===== config.mk =====
export PLATFORM = sky130hd
export DESIGN_NAME = gcc_regs
export DESIGN_NICKNAME = d
export VERILOG_FILES = /design/src/rtl/gcc_pkg.sv /design/src/rtl/gcc_regs.sv /design/src/rtl/gcc_chan_reg.sv
export SDC_FILE = /design/constraint.sdc
export NUM_CORES = 1
export LEC_CHECK = 0
export ABC_AREA = 1
export BUFFER_PORTS_ARGS = -buffer_cell sky130_fd_sc_hd__clkbuf_2
export CORE_UTILIZATION = 35
export DETAILED_ROUTE_END_ITERATION = 16
export GPL_ROUTABILITY_DRIVEN = 0
export PLACE_DENSITY = 0.57
export SLEW_MARGIN = 25
export SYNTH_ARGS = -nofsm -noshare
export SYNTH_HDL_FRONTEND = slang
export SYNTH_SLANG_ARGS = --single-unit

===== constraint.sdc =====
create_clock -name clk -period 8.8 [get_ports clk]
set_input_delay 0.44 -clock clk [delete_from_list [all_inputs] [get_ports clk]]
set_output_delay 0.44 -clock clk [all_outputs]
set_load 0.05 [all_outputs]

===== src/rtl/gcc_pkg.sv =====
// Package for the gate current configuration register bank: offsets, field
// positions, reset values and the carrier types shared by the bank modules.
// Assumes a register access source on the same clock (the serial frame decoder).
package gcc_pkg;

	// ****************************************************************
	// Register offsets and bank values
	// ****************************************************************
	localparam logic [4:0] GCC_OFF_STATIC_PCHG = 5'h0a;
	localparam logic [4:0] GCC_OFF_ACT_FW      = 5'h0b;
	localparam logic       GCC_BANK_ZERO       = 1'b0;
	localparam logic       GCC_BANK_ONE        = 1'b1;

	// ****************************************************************
	// Field positions
	// ****************************************************************
	localparam int GCC_SEL_MSB  = 15;
	localparam int GCC_SEL_LSB  = 8;
	localparam int GCC_SET2_MSB = 7;
	localparam int GCC_SET2_LSB = 4;
	localparam int GCC_SET1_MSB = 3;
	localparam int GCC_SET1_LSB = 0;
	localparam int GCC_RSV_BIT  = 15;
	localparam int GCC_CODE_MSB = 14;

	// ****************************************************************
	// Reset values
	// ****************************************************************
	localparam logic [15:0] GCC_RST_STATIC = 16'h0044;
	localparam logic [15:0] GCC_RST_CODES  = 16'h18c6;

	// ****************************************************************
	// Carrier types
	// ****************************************************************
	// One register access from the frame decoder
	typedef struct packed {
		logic        valid;
		logic        write;
		logic [4:0]  addr;
		logic [15:0] wdata;
	} gcc_req_t;

	// Three per-channel 5-bit current codes, channel 3 in the top bits
	typedef struct packed {
		logic [4:0] ch3;
		logic [4:0] ch2;
		logic [4:0] ch1;
	} gcc_codes_t;

	// Applied static code per half-bridge, index 0 is bridge 1
	typedef logic [7:0][3:0] gcc_bridge_codes_t;

endpackage


===== src/rtl/gcc_regs.sv =====
// Gate current configuration register bank: static current selection, initial
// precharge, active charge and freewheel codes, with bank-switched offsets.
// Assumes the access port and bank select come from logic on the same clock.
`timescale 1ns/10ps

module gcc_regs (
	// Clock and reset
	input  wire logic                      clk,
	input  wire logic                      sys_rst,
	// Register access
	input  wire gcc_pkg::gcc_req_t         req,
	input  wire logic                      bank_sel,
	output      logic                      rd_valid_q,
	output      logic [15:0]               rd_data_q,
	// Static current selection fields
	output      logic [7:0]                static_select_q,
	output      logic [3:0]                setting_one_q,
	output      logic [3:0]                setting_two_q,
	output      gcc_pkg::gcc_bridge_codes_t bridge_code_q,
	// PWM channel code banks
	output      gcc_pkg::gcc_codes_t       precharge_q,
	output      gcc_pkg::gcc_codes_t       active_q,
	output      gcc_pkg::gcc_codes_t       freewheel_q
);
	import gcc_pkg::*;

	// ****************************************************************
	// Helpers
	// ****************************************************************
	// True when an access hits the given offset in the given bank
	function automatic logic hit_f(input gcc_req_t r, input logic bank, input logic [4:0] off,
		input logic want);
		hit_f = r.valid && (r.addr == off) && (bank == want);
	endfunction

	// Per-bridge applied code from the select bits and the two settings
	function automatic gcc_bridge_codes_t apply_f(input logic [7:0] sel, input logic [3:0] one,
		input logic [3:0] two);
		gcc_bridge_codes_t res;
		res = '0;
		for (int i = 0; i < 8; i++) begin
			res[i] = sel[i] ? two : one;
		end
		apply_f = res;
	endfunction

	// Read word of a code register, reserved top bit forced low
	function automatic logic [15:0] code_word_f(input gcc_codes_t c);
		code_word_f = {1'b0, c};
	endfunction

	// ****************************************************************
	// Address decode
	// ****************************************************************
	logic hit_static;
	logic hit_pchg;
	logic hit_act;
	logic hit_fw;

	// Bank select steers the two shared offsets
	assign hit_static = hit_f(req, bank_sel, GCC_OFF_STATIC_PCHG, GCC_BANK_ZERO);
	assign hit_pchg   = hit_f(req, bank_sel, GCC_OFF_STATIC_PCHG, GCC_BANK_ONE);
	assign hit_act    = hit_f(req, bank_sel, GCC_OFF_ACT_FW, GCC_BANK_ZERO);
	assign hit_fw     = hit_f(req, bank_sel, GCC_OFF_ACT_FW, GCC_BANK_ONE);

	// ****************************************************************
	// Static current selection register
	// ****************************************************************
	// Only the bank-0 register at 0x0a is written
	always_ff @(posedge clk or posedge sys_rst) begin
		if (sys_rst) begin
			static_select_q <= GCC_RST_STATIC[GCC_SEL_MSB:GCC_SEL_LSB];
			setting_two_q   <= GCC_RST_STATIC[GCC_SET2_MSB:GCC_SET2_LSB];
			setting_one_q   <= GCC_RST_STATIC[GCC_SET1_MSB:GCC_SET1_LSB];
		end else if (hit_static && req.write) begin
			static_select_q <= req.wdata[GCC_SEL_MSB:GCC_SEL_LSB];
			setting_two_q   <= req.wdata[GCC_SET2_MSB:GCC_SET2_LSB];
			setting_one_q   <= req.wdata[GCC_SET1_MSB:GCC_SET1_LSB];
		end
	end

	// Applied code per half-bridge, one cycle behind the register
	always_ff @(posedge clk or posedge sys_rst) begin
		if (sys_rst) begin
			bridge_code_q <= '0;
		end else begin
			bridge_code_q <= apply_f(static_select_q, setting_one_q, setting_two_q);
		end
	end

	// ****************************************************************
	// PWM channel code registers
	// ****************************************************************
	gcc_chan_reg u_precharge (
		.clk     (clk),
		.sys_rst (sys_rst),
		.wr_en   (hit_pchg && req.write),
		.wdata   (req.wdata),
		.codes_q (precharge_q)
	);

	gcc_chan_reg u_active (
		.clk     (clk),
		.sys_rst (sys_rst),
		.wr_en   (hit_act && req.write),
		.wdata   (req.wdata),
		.codes_q (active_q)
	);

	gcc_chan_reg u_freewheel (
		.clk     (clk),
		.sys_rst (sys_rst),
		.wr_en   (hit_fw && req.write),
		.wdata   (req.wdata),
		.codes_q (freewheel_q)
	);

	// ****************************************************************
	// Read path
	// ****************************************************************
	logic [15:0] rd_data_d;

	// Selected register word; unmapped offsets read as zero
	always_comb begin
		rd_data_d = '0;
		if (hit_static) begin
			rd_data_d = {static_select_q, setting_two_q, setting_one_q};
		end else if (hit_pchg) begin
			rd_data_d = code_word_f(precharge_q);
		end else if (hit_act) begin
			rd_data_d = code_word_f(active_q);
		end else if (hit_fw) begin
			rd_data_d = code_word_f(freewheel_q);
		end
	end

	// Read answer one cycle after the request
	always_ff @(posedge clk or posedge sys_rst) begin
		if (sys_rst) begin
			rd_valid_q <= 1'b0;
			rd_data_q  <= '0;
		end else begin
			rd_valid_q <= req.valid && !req.write;
			if (req.valid && !req.write) begin
				rd_data_q <= rd_data_d;
			end
		end
	end

	// ****************************************************************
	// Assertions
	// ****************************************************************
	AST_BANK0_STATIC_WRITE: assert property (@(posedge clk) disable iff (sys_rst)
		(req.valid && req.write && req.addr == GCC_OFF_STATIC_PCHG && bank_sel == GCC_BANK_ZERO) |=>
		({static_select_q, setting_two_q, setting_one_q} == $past(req.wdata)))
		else $error("static selection not written in bank 0");

	AST_BANK1_PCHG_WRITE: assert property (@(posedge clk) disable iff (sys_rst)
		(req.valid && req.write && req.addr == GCC_OFF_STATIC_PCHG && bank_sel == GCC_BANK_ONE) |=>
		(precharge_q == $past(req.wdata[GCC_CODE_MSB:0])))
		else $error("initial precharge not written in bank 1");

	AST_BANK0_ACT_WRITE: assert property (@(posedge clk) disable iff (sys_rst)
		(req.valid && req.write && req.addr == GCC_OFF_ACT_FW && bank_sel == GCC_BANK_ZERO) |=>
		(active_q == $past(req.wdata[GCC_CODE_MSB:0])))
		else $error("active charge not written in bank 0");

	AST_BANK1_FW_WRITE: assert property (@(posedge clk) disable iff (sys_rst)
		(req.valid && req.write && req.addr == GCC_OFF_ACT_FW && bank_sel == GCC_BANK_ONE) |=>
		(freewheel_q == $past(req.wdata[GCC_CODE_MSB:0])))
		else $error("freewheel codes not written in bank 1");

	AST_OTHER_BANK_KEPT: assert property (@(posedge clk) disable iff (sys_rst)
		(req.valid && req.write && (req.addr == GCC_OFF_STATIC_PCHG || req.addr == GCC_OFF_ACT_FW)) |=>
		($past(bank_sel) ? ($stable({static_select_q, setting_two_q, setting_one_q}) && $stable(active_q))
			: ($stable(precharge_q) && $stable(freewheel_q))))
		else $error("write disturbed the other bank");

	AST_RESERVED_READ_ZERO: assert property (@(posedge clk) disable iff (sys_rst)
		(req.valid && !req.write && ((req.addr == GCC_OFF_STATIC_PCHG && bank_sel == GCC_BANK_ONE)
			|| (req.addr == GCC_OFF_ACT_FW && bank_sel == GCC_BANK_ZERO)))
		|=> (rd_valid_q && !rd_data_q[GCC_RSV_BIT]
			&& rd_data_q[GCC_CODE_MSB:0] == ($past(req.addr) == GCC_OFF_STATIC_PCHG ? precharge_q : active_q)))
		else $error("reserved bit or code word wrong on read");

	AST_BRIDGE_APPLY: assert property (@(posedge clk) disable iff (sys_rst)
		!$past(sys_rst) |->
		(bridge_code_q == apply_f($past(static_select_q), $past(setting_one_q), $past(setting_two_q))))
		else $error("bridge applied code does not follow its select bit");

	AST_RESET_VALUES: assert property (@(posedge clk) disable iff (sys_rst)
		$past(sys_rst) |->
		({static_select_q, setting_two_q, setting_one_q} == GCC_RST_STATIC
			&& active_q == GCC_RST_CODES[GCC_CODE_MSB:0] && precharge_q == GCC_RST_CODES[GCC_CODE_MSB:0]
			&& freewheel_q == GCC_RST_CODES[GCC_CODE_MSB:0]))
		else $error("register bank reset value wrong");

	AST_UNMAPPED_READ: assert property (@(posedge clk) disable iff (sys_rst)
		(req.valid && !req.write && req.addr != GCC_OFF_STATIC_PCHG && req.addr != GCC_OFF_ACT_FW) |=>
		(rd_valid_q && rd_data_q == 16'h0000) ##1 (!rd_valid_q || $past(req.valid && !req.write)))
		else $error("unmapped read did not answer zero");

	AST_RD_VALID_ONLY_READ: assert property (@(posedge clk) disable iff (sys_rst)
		!$past(sys_rst) |->
		(rd_valid_q == $past(req.valid && !req.write)))
		else $error("read answer strobe does not match a read request");

	AST_STATIC_HOLD: assert property (@(posedge clk) disable iff (sys_rst)
		!(req.valid && req.write && req.addr == GCC_OFF_STATIC_PCHG && bank_sel == GCC_BANK_ZERO) |=>
		$stable({static_select_q, setting_two_q, setting_one_q}))
		else $error("static selection changed without its write");

	AST_PCHG_HOLD: assert property (@(posedge clk) disable iff (sys_rst)
		!(req.valid && req.write && req.addr == GCC_OFF_STATIC_PCHG && bank_sel == GCC_BANK_ONE) |=>
		$stable(precharge_q))
		else $error("initial precharge changed without its write");

	AST_ACT_HOLD: assert property (@(posedge clk) disable iff (sys_rst)
		!(req.valid && req.write && req.addr == GCC_OFF_ACT_FW && bank_sel == GCC_BANK_ZERO) |=>
		$stable(active_q))
		else $error("active charge changed without its write");

	AST_FW_HOLD: assert property (@(posedge clk) disable iff (sys_rst)
		!(req.valid && req.write && req.addr == GCC_OFF_ACT_FW && bank_sel == GCC_BANK_ONE) |=>
		$stable(freewheel_q))
		else $error("freewheel codes changed without their write");

endmodule


===== src/rtl/gcc_chan_reg.sv =====
// Three-channel 5-bit current code register, used for the initial precharge,
// active charge and freewheel banks. Assumes writes arrive already decoded.
`timescale 1ns/10ps

module gcc_chan_reg (
	// Clock and reset
	input  wire logic               clk,
	input  wire logic               sys_rst,
	// Decoded write
	input  wire logic               wr_en,
	input  wire logic [15:0]        wdata,
	// Stored codes
	output      gcc_pkg::gcc_codes_t codes_q
);
	import gcc_pkg::*;

	// ****************************************************************
	// Code storage; bit 15 of the write word is dropped, it has no storage
	// ****************************************************************
	always_ff @(posedge clk or posedge sys_rst) begin
		if (sys_rst) begin
			codes_q <= GCC_RST_CODES[GCC_CODE_MSB:0];
		end else if (wr_en) begin
			codes_q <= wdata[GCC_CODE_MSB:0];
		end
	end

endmodule


; ---- Yosys cells after proc, flatten, opt, wreduce, memory -nomap -nowiden
; Cells that the tools add are included.
[word_totals]
regBits = 110
inputBits = 26
word_cells = 49
[op_classes]
n_eq_ne = 2
mux = 12
bitwise = 1
reduce_logical = 12
[ops]
columns = op, count
row1 = 15-bit two-way mux, 3
row2 = 4-bit two-way mux, 8
row3 = 16-bit two-way mux, 1
row4 = 1-bit logical AND, 11
row5 = 5-bit by 4-bit == test with 1-bit output (second input constant), 2
row6 = 1-bit zero test, 1
row7 = 1-bit NOT, 1

; ---- Logic depth before layout (Yosys ltp)
[depth]
ltp_word = 7
ltp_mapped = 9

; ---- By module
; From an unflattened synthesis, not the netlist that was laid out.
[hier_totals]
cells_unflattened = 556
hier_area_um2 = 4862.2
[by_module_without_submodules]
columns = module, n_inst, cells_each, area_per_inst_um2, seq_area_each_um2
row1 = gcc_regs, 1, 361, 3004.1, 1629.1
row2 = gcc_chan_reg, 3, 65, 619.3, 382.9

; ---- Least setup slack after synthesis
; Ideal clock, no wire load.
[synth_timing]
path_type = input -> register
startpoint = in req[17] (netlist name)
endpoint = reg setting_one_q[0]
arrival_time_ps = 1223
required_ps = 8677
path_slack_ps = 7454
cell_stages = 8
cell_sequence = nand2_1 > nor2_4 > nand2_2 > nor2_2 > nand2_1 > buf_2 > nand2_1 > o21ai_1
[synth_via]
elab_chain_len = 4
[synth_lines]
columns = element, line_no
row1 = from (decl), gcc_regs.sv:11  ; input wire gcc_pkg::gcc_req_t req,
row2 = 5-bit by 4-bit == test with 1-bit output, gcc_regs.sv:33  ; hit_f = r.valid && (r.addr == off) && (bank == want);
row3 = 1-bit logical AND (2 in a row), gcc_regs.sv:33
row4 = 1-bit logical AND, gcc_regs.sv:75  ; end else if (hit_static && req.write) begin
row5 = to (signal assigned), gcc_regs.sv:74  ; setting_one_q <= GCC_RST_STATIC[GCC_SET1_MSB:GCC_SET1_LSB];
row6 = to (signal assigned), gcc_regs.sv:78  ; setting_one_q <= req.wdata[GCC_SET1_MSB:GCC_SET1_LSB];
row7 = to (decl), gcc_regs.sv:17  ; output logic [3:0] setting_one_q,
; Every way passes these cells.
; A chain may end at the register's enable or synchronous reset.

; ---- Worst setup path in the final report
[layout_timing]
startpoint = in req[18] (netlist name)
endpoint = reg static_select_q[5]
[layout_via]
elab_chain_len = 4
[layout_lines]
columns = element, line_no
row1 = 5-bit by 4-bit == test with 1-bit output, gcc_regs.sv:33
row2 = 1-bit logical AND (2 in a row), gcc_regs.sv:33
row3 = 1-bit logical AND, gcc_regs.sv:75
row4 = to (signal assigned), gcc_regs.sv:72  ; static_select_q <= GCC_RST_STATIC[GCC_SEL_MSB:GCC_SEL_LSB];
row5 = to (signal assigned), gcc_regs.sv:76  ; static_select_q <= req.wdata[GCC_SEL_MSB:GCC_SEL_LSB];
row6 = to (decl), gcc_regs.sv:16  ; output logic [7:0] static_select_q,
; Every way passes these cells.

==> Implementation_results.wiki <==
{| class="wikitable"
! Metric !! Value
|-
| Die X-Extent || 117 um
|-
| Number of hold-repair buffers added at the cts stage || 0
|-
| Total number of nets in the final design || 655
|-
| Setup Crit Path Kind || primary input to register
|-
| Final count of hold timing violations || 0
|-
| Antenna Violating Nets Remaining || 0
|-
| Largest net degree at the start of global routing || 68
|-
| Cells after Synth || 522
|-
| CTS Buffer Depth || 2
|-
| Floorplan die area || 13,800 um^2
|-
| Data arrival, critical path || 2.42 ns
|-
| Layout cells sized above 1 || around 30%
|-
| Row count || 41
|-
| Most common cell in the synthesized netlist || nand2_1
|-
| Layout filler cell count || around 1.3k
|-
| Number of sinks on the clock net || 110
|-
| Routed via count || 4,048
|-
| Buffer cell driving the clock tree root || clkbuf_16
|-
| Iter 0 DRT Violations || between 300 and 400
|-
| Shortest period the worst path allows || 2.22 ns
|-
| Data required time of the critical path || roughly 9.0 ns
|-
| Slew headroom || around two fifths
|-
| Total wire length after detailed routing || around 14,000 um
|-
| Dominant cells by area after synthesis || dfrtp_1, dfstp_2, nand2_1
|-
| Global-route wire length before repair || between 20,000 and 25,000 um
|-
| Number of antenna violations at the first check in global routing || 0
|-
| Library cell occupying the most area in the post-synthesis netlist || dfrtp_1
|-
| TritonCTS buffer count || 9
|-
| Area share of the largest cell type after synthesis || 48.3%
|-
| Synthesized flop and latch total || 110
|-
| Critical path peak fanout || 31
|-
| PostCTS Resize Cnt || 0
|-
| Maximum Capacitance Violations || 0
|-
| Routed length per placed instance || around 17 um
|-
| Final-report setup violation count || 0
|-
| Maximum clock skew at final layout || 0.00795 ns
|-
| Clock tree from TritonCTS || built
|-
| Total GRT Usage || 20.0%
|-
| Count of flip-flops with a built-in enable after synthesis || 0
|-
| Kind of launch point of the worst setup path || primary input
|-
| Utilization after layout || 44.7%
|-
| Fraction of the cycle the final worst path needs || 25.2%
|-
| Vias in the first global route || approximately 3.8k
|-
| Effective utilization at floorplan || 36.4%
|-
| Ant. Diodes || 0
|-
| Final number of max-transition violations || 0
|-
| Core area || 12,800 um^2
|-
| Yosys cell types || 17
|-
| Worst setup timing slack at the placement stage || 5.55 ns
|-
| Power per cell area || 227 nW/um^2
|-
| Highest Clock Rate || 451 MHz
|-
| Layout area overhead || 22.8%
|-
| Number of warning messages in the yosys log || 0
|-
| Number of placed I/O pins || 136
|-
| Total Negative Setup Slacks || 0 ns
|-
| HPWL after DPL || roughly 9600 um
|-
| Remaining design rule violation count || 0
|-
| Type of the worst min-delay path || primary input to asynchronous set/reset pin
|-
| Level count of the clock H-tree || 3
|-
| Fraction of registers with async set/reset || between 90% and 100%
|-
| Sequential element share of the synthesized area || between 50% and 60%
|-
| Setup slack of the critical path after layout || 6.58 ns
|-
| Clock slew at reported path FFs || 0.07 ns
|-
| Static Leak || approximately 2.8 nW
|-
| Unrepaired setup endpoints after global routing || false
|-
| Insertion delay of the later-clocked pin in the worst-skew pair || roughly 0.34 ns
|-
| Worst vdd ir || approximately 0.083 mV
|-
| Run status || finished, final reports clean
|-
| Syn avg cell area || 8.93 um^2
|-
| Net Count, Synth || 548
|-
| Non-filler cells in the finished layout || between 800 and 900
|-
| Slew at the pin closest to its max-slew limit || around 0.9 ns
|-
| Commonest register cell after synthesis || dfrtp_1
|-
| Setup bufs post-CTS || 0
|-
| Netlist area before placement || 4660 um^2
|-
| Pre-Repair DR Iteration Count || 5
|-
| Crit path capture type || register
|-
| DIE HEIGHT || 117 um
|-
| # port buffers || 135
|-
| Routed via count divided by cell count || between 5 and 6
|-
| Top cells by instance count after synthesis || nand2_1, dfrtp_1, nand4_1
|-
| Cell count after placement || roughly 790
|-
| Global route overflow || 0
|}
==> final timing paths <==
check / to / cells after the start / slack [ns] / startpoint
worst min-delay path: bridge_code_q[19]$_DFF_PP0_ / 2 / 0.13 / sys_rst
worst min register to register: u_precharge.codes_q[2]$_DFFE_PP1P_ / 2 / 0.49 / u_precharge.codes_q[2]$_DFFE_PP1P_
worst max-delay path: static_select_q[5]$_DFFE_PP0P_ / 9 / 6.58 / req[18]
min in group clk: static_select_q[7]$_DFFE_PP0P_ / 3 / 0.33 / req[15]
max in group asynchronous: u_freewheel.codes_q[4]$_DFFE_PP0P_ / 3 / 7.41 / sys_rst
worst max register to register: rd_data_q[10]$_DFFE_PP0P_ / 4 / 7.59 / static_select_q[2]$_DFFE_PP0P_
==> stage by stage <==
stage          power [mW]  instance area, um^2  hold WS, ns
6_report             1.30                 5730        0.135
5_1_grt              1.35                 5730        0.188
4_1_cts              1.31                 5710        0.155
3_5_place_dp        0.894                 5400        0.473
3_3_place_gp        0.889                 5400        0.470
2_1_floorplan       0.811                 4660        0.585
==> registers in the layout, summed over array words and instances, names as in the netlist <==
signal and cells:
bridge_code_q 32, rd_data_q 16, rd_valid_q 1, setting_one_q 4
setting_two_q 4, static_select_q 8, u_active.codes_q 15, u_freewheel.codes_q 15
u_precharge.codes_q 15
==> report_power, final <==
part | leakage, nW | total [mW] | switching (mW) | internal, mW
Combinational | 1.28 | 0.283 | 0.229 | 0.0534
Sequential | 1.41 | 0.599 | 0.0446 | 0.554
Clock | 0.152 | 0.416 | 0.180 | 0.236
==> cells by family (layout without fill, tap and decap cells) <==
| kind of cell | count (synthesis) | count (layout) | share of synthesized area, % |
|---|---|---|---|
| compound gates | 92 | 92 | 9.87 |
| buf+inv | 72 | 184 | 6.52 |
| flops | 110 | 110 | 59.6 |
| simple gates | 248 | 248 | 24.0 |
==> critical path, cell delays in order <==
cell,delay [ns]
clkbuf_2,0.08
inv_2,0.03
nand2_1,0.11
nor2_4,0.54
nand2_2,0.16
nor2_2,0.18
nand2_1,0.55
nand2_1,0.21
o21ai_1,0.08
==> cell type report <==
class	instances	area (um^2)	share of cell area, %
Inverter	27	104	1.81
Sequential cell	110	2780	48.5
Tap cell	172	215	3.76
Clock inverter	5	56.3	0.983
Clock buffer	11	253	4.41
Timing Repair Buffer	141	724	12.7
Multi-Input combinational cell	340	1600	27.9
==> routing by layer <==
| layer | global-route usage [%] | wire, um | up-vias |
|---|---|---|---|
| met5 | 0 | 0 | - |
| met1 | 27.4 | 6100 | 1964 |
| li1 | - | - | 1969 |
| met2 | 32.4 | 6680 | 104 |
| met3 | 3.65 | 592 | 11 |
| met4 | 5.19 | 146 | 0 |
==> placed cells by master, fill, tap and decap left out <==
cell,instances
buf_4,5
clkinv_2,2
bufinv_16,1
dfstp_2,20
inv_4,1
inv_6,1
o21ai_1,60
dfrtp_1,90
nor2_1,43
buf_6,1
clkbuf_16,9
inv_2,3
nor2_4,3
clkinvlp_4,1
clkbuf_2,135
clkbuf_8,2
inv_1,23
nand4_1,61
nor2_2,2
o21ai_0,32
nand3_1,18
nand2_1,120
nand2_2,1
No activity file was read; power rests on OpenSTA's default activity.
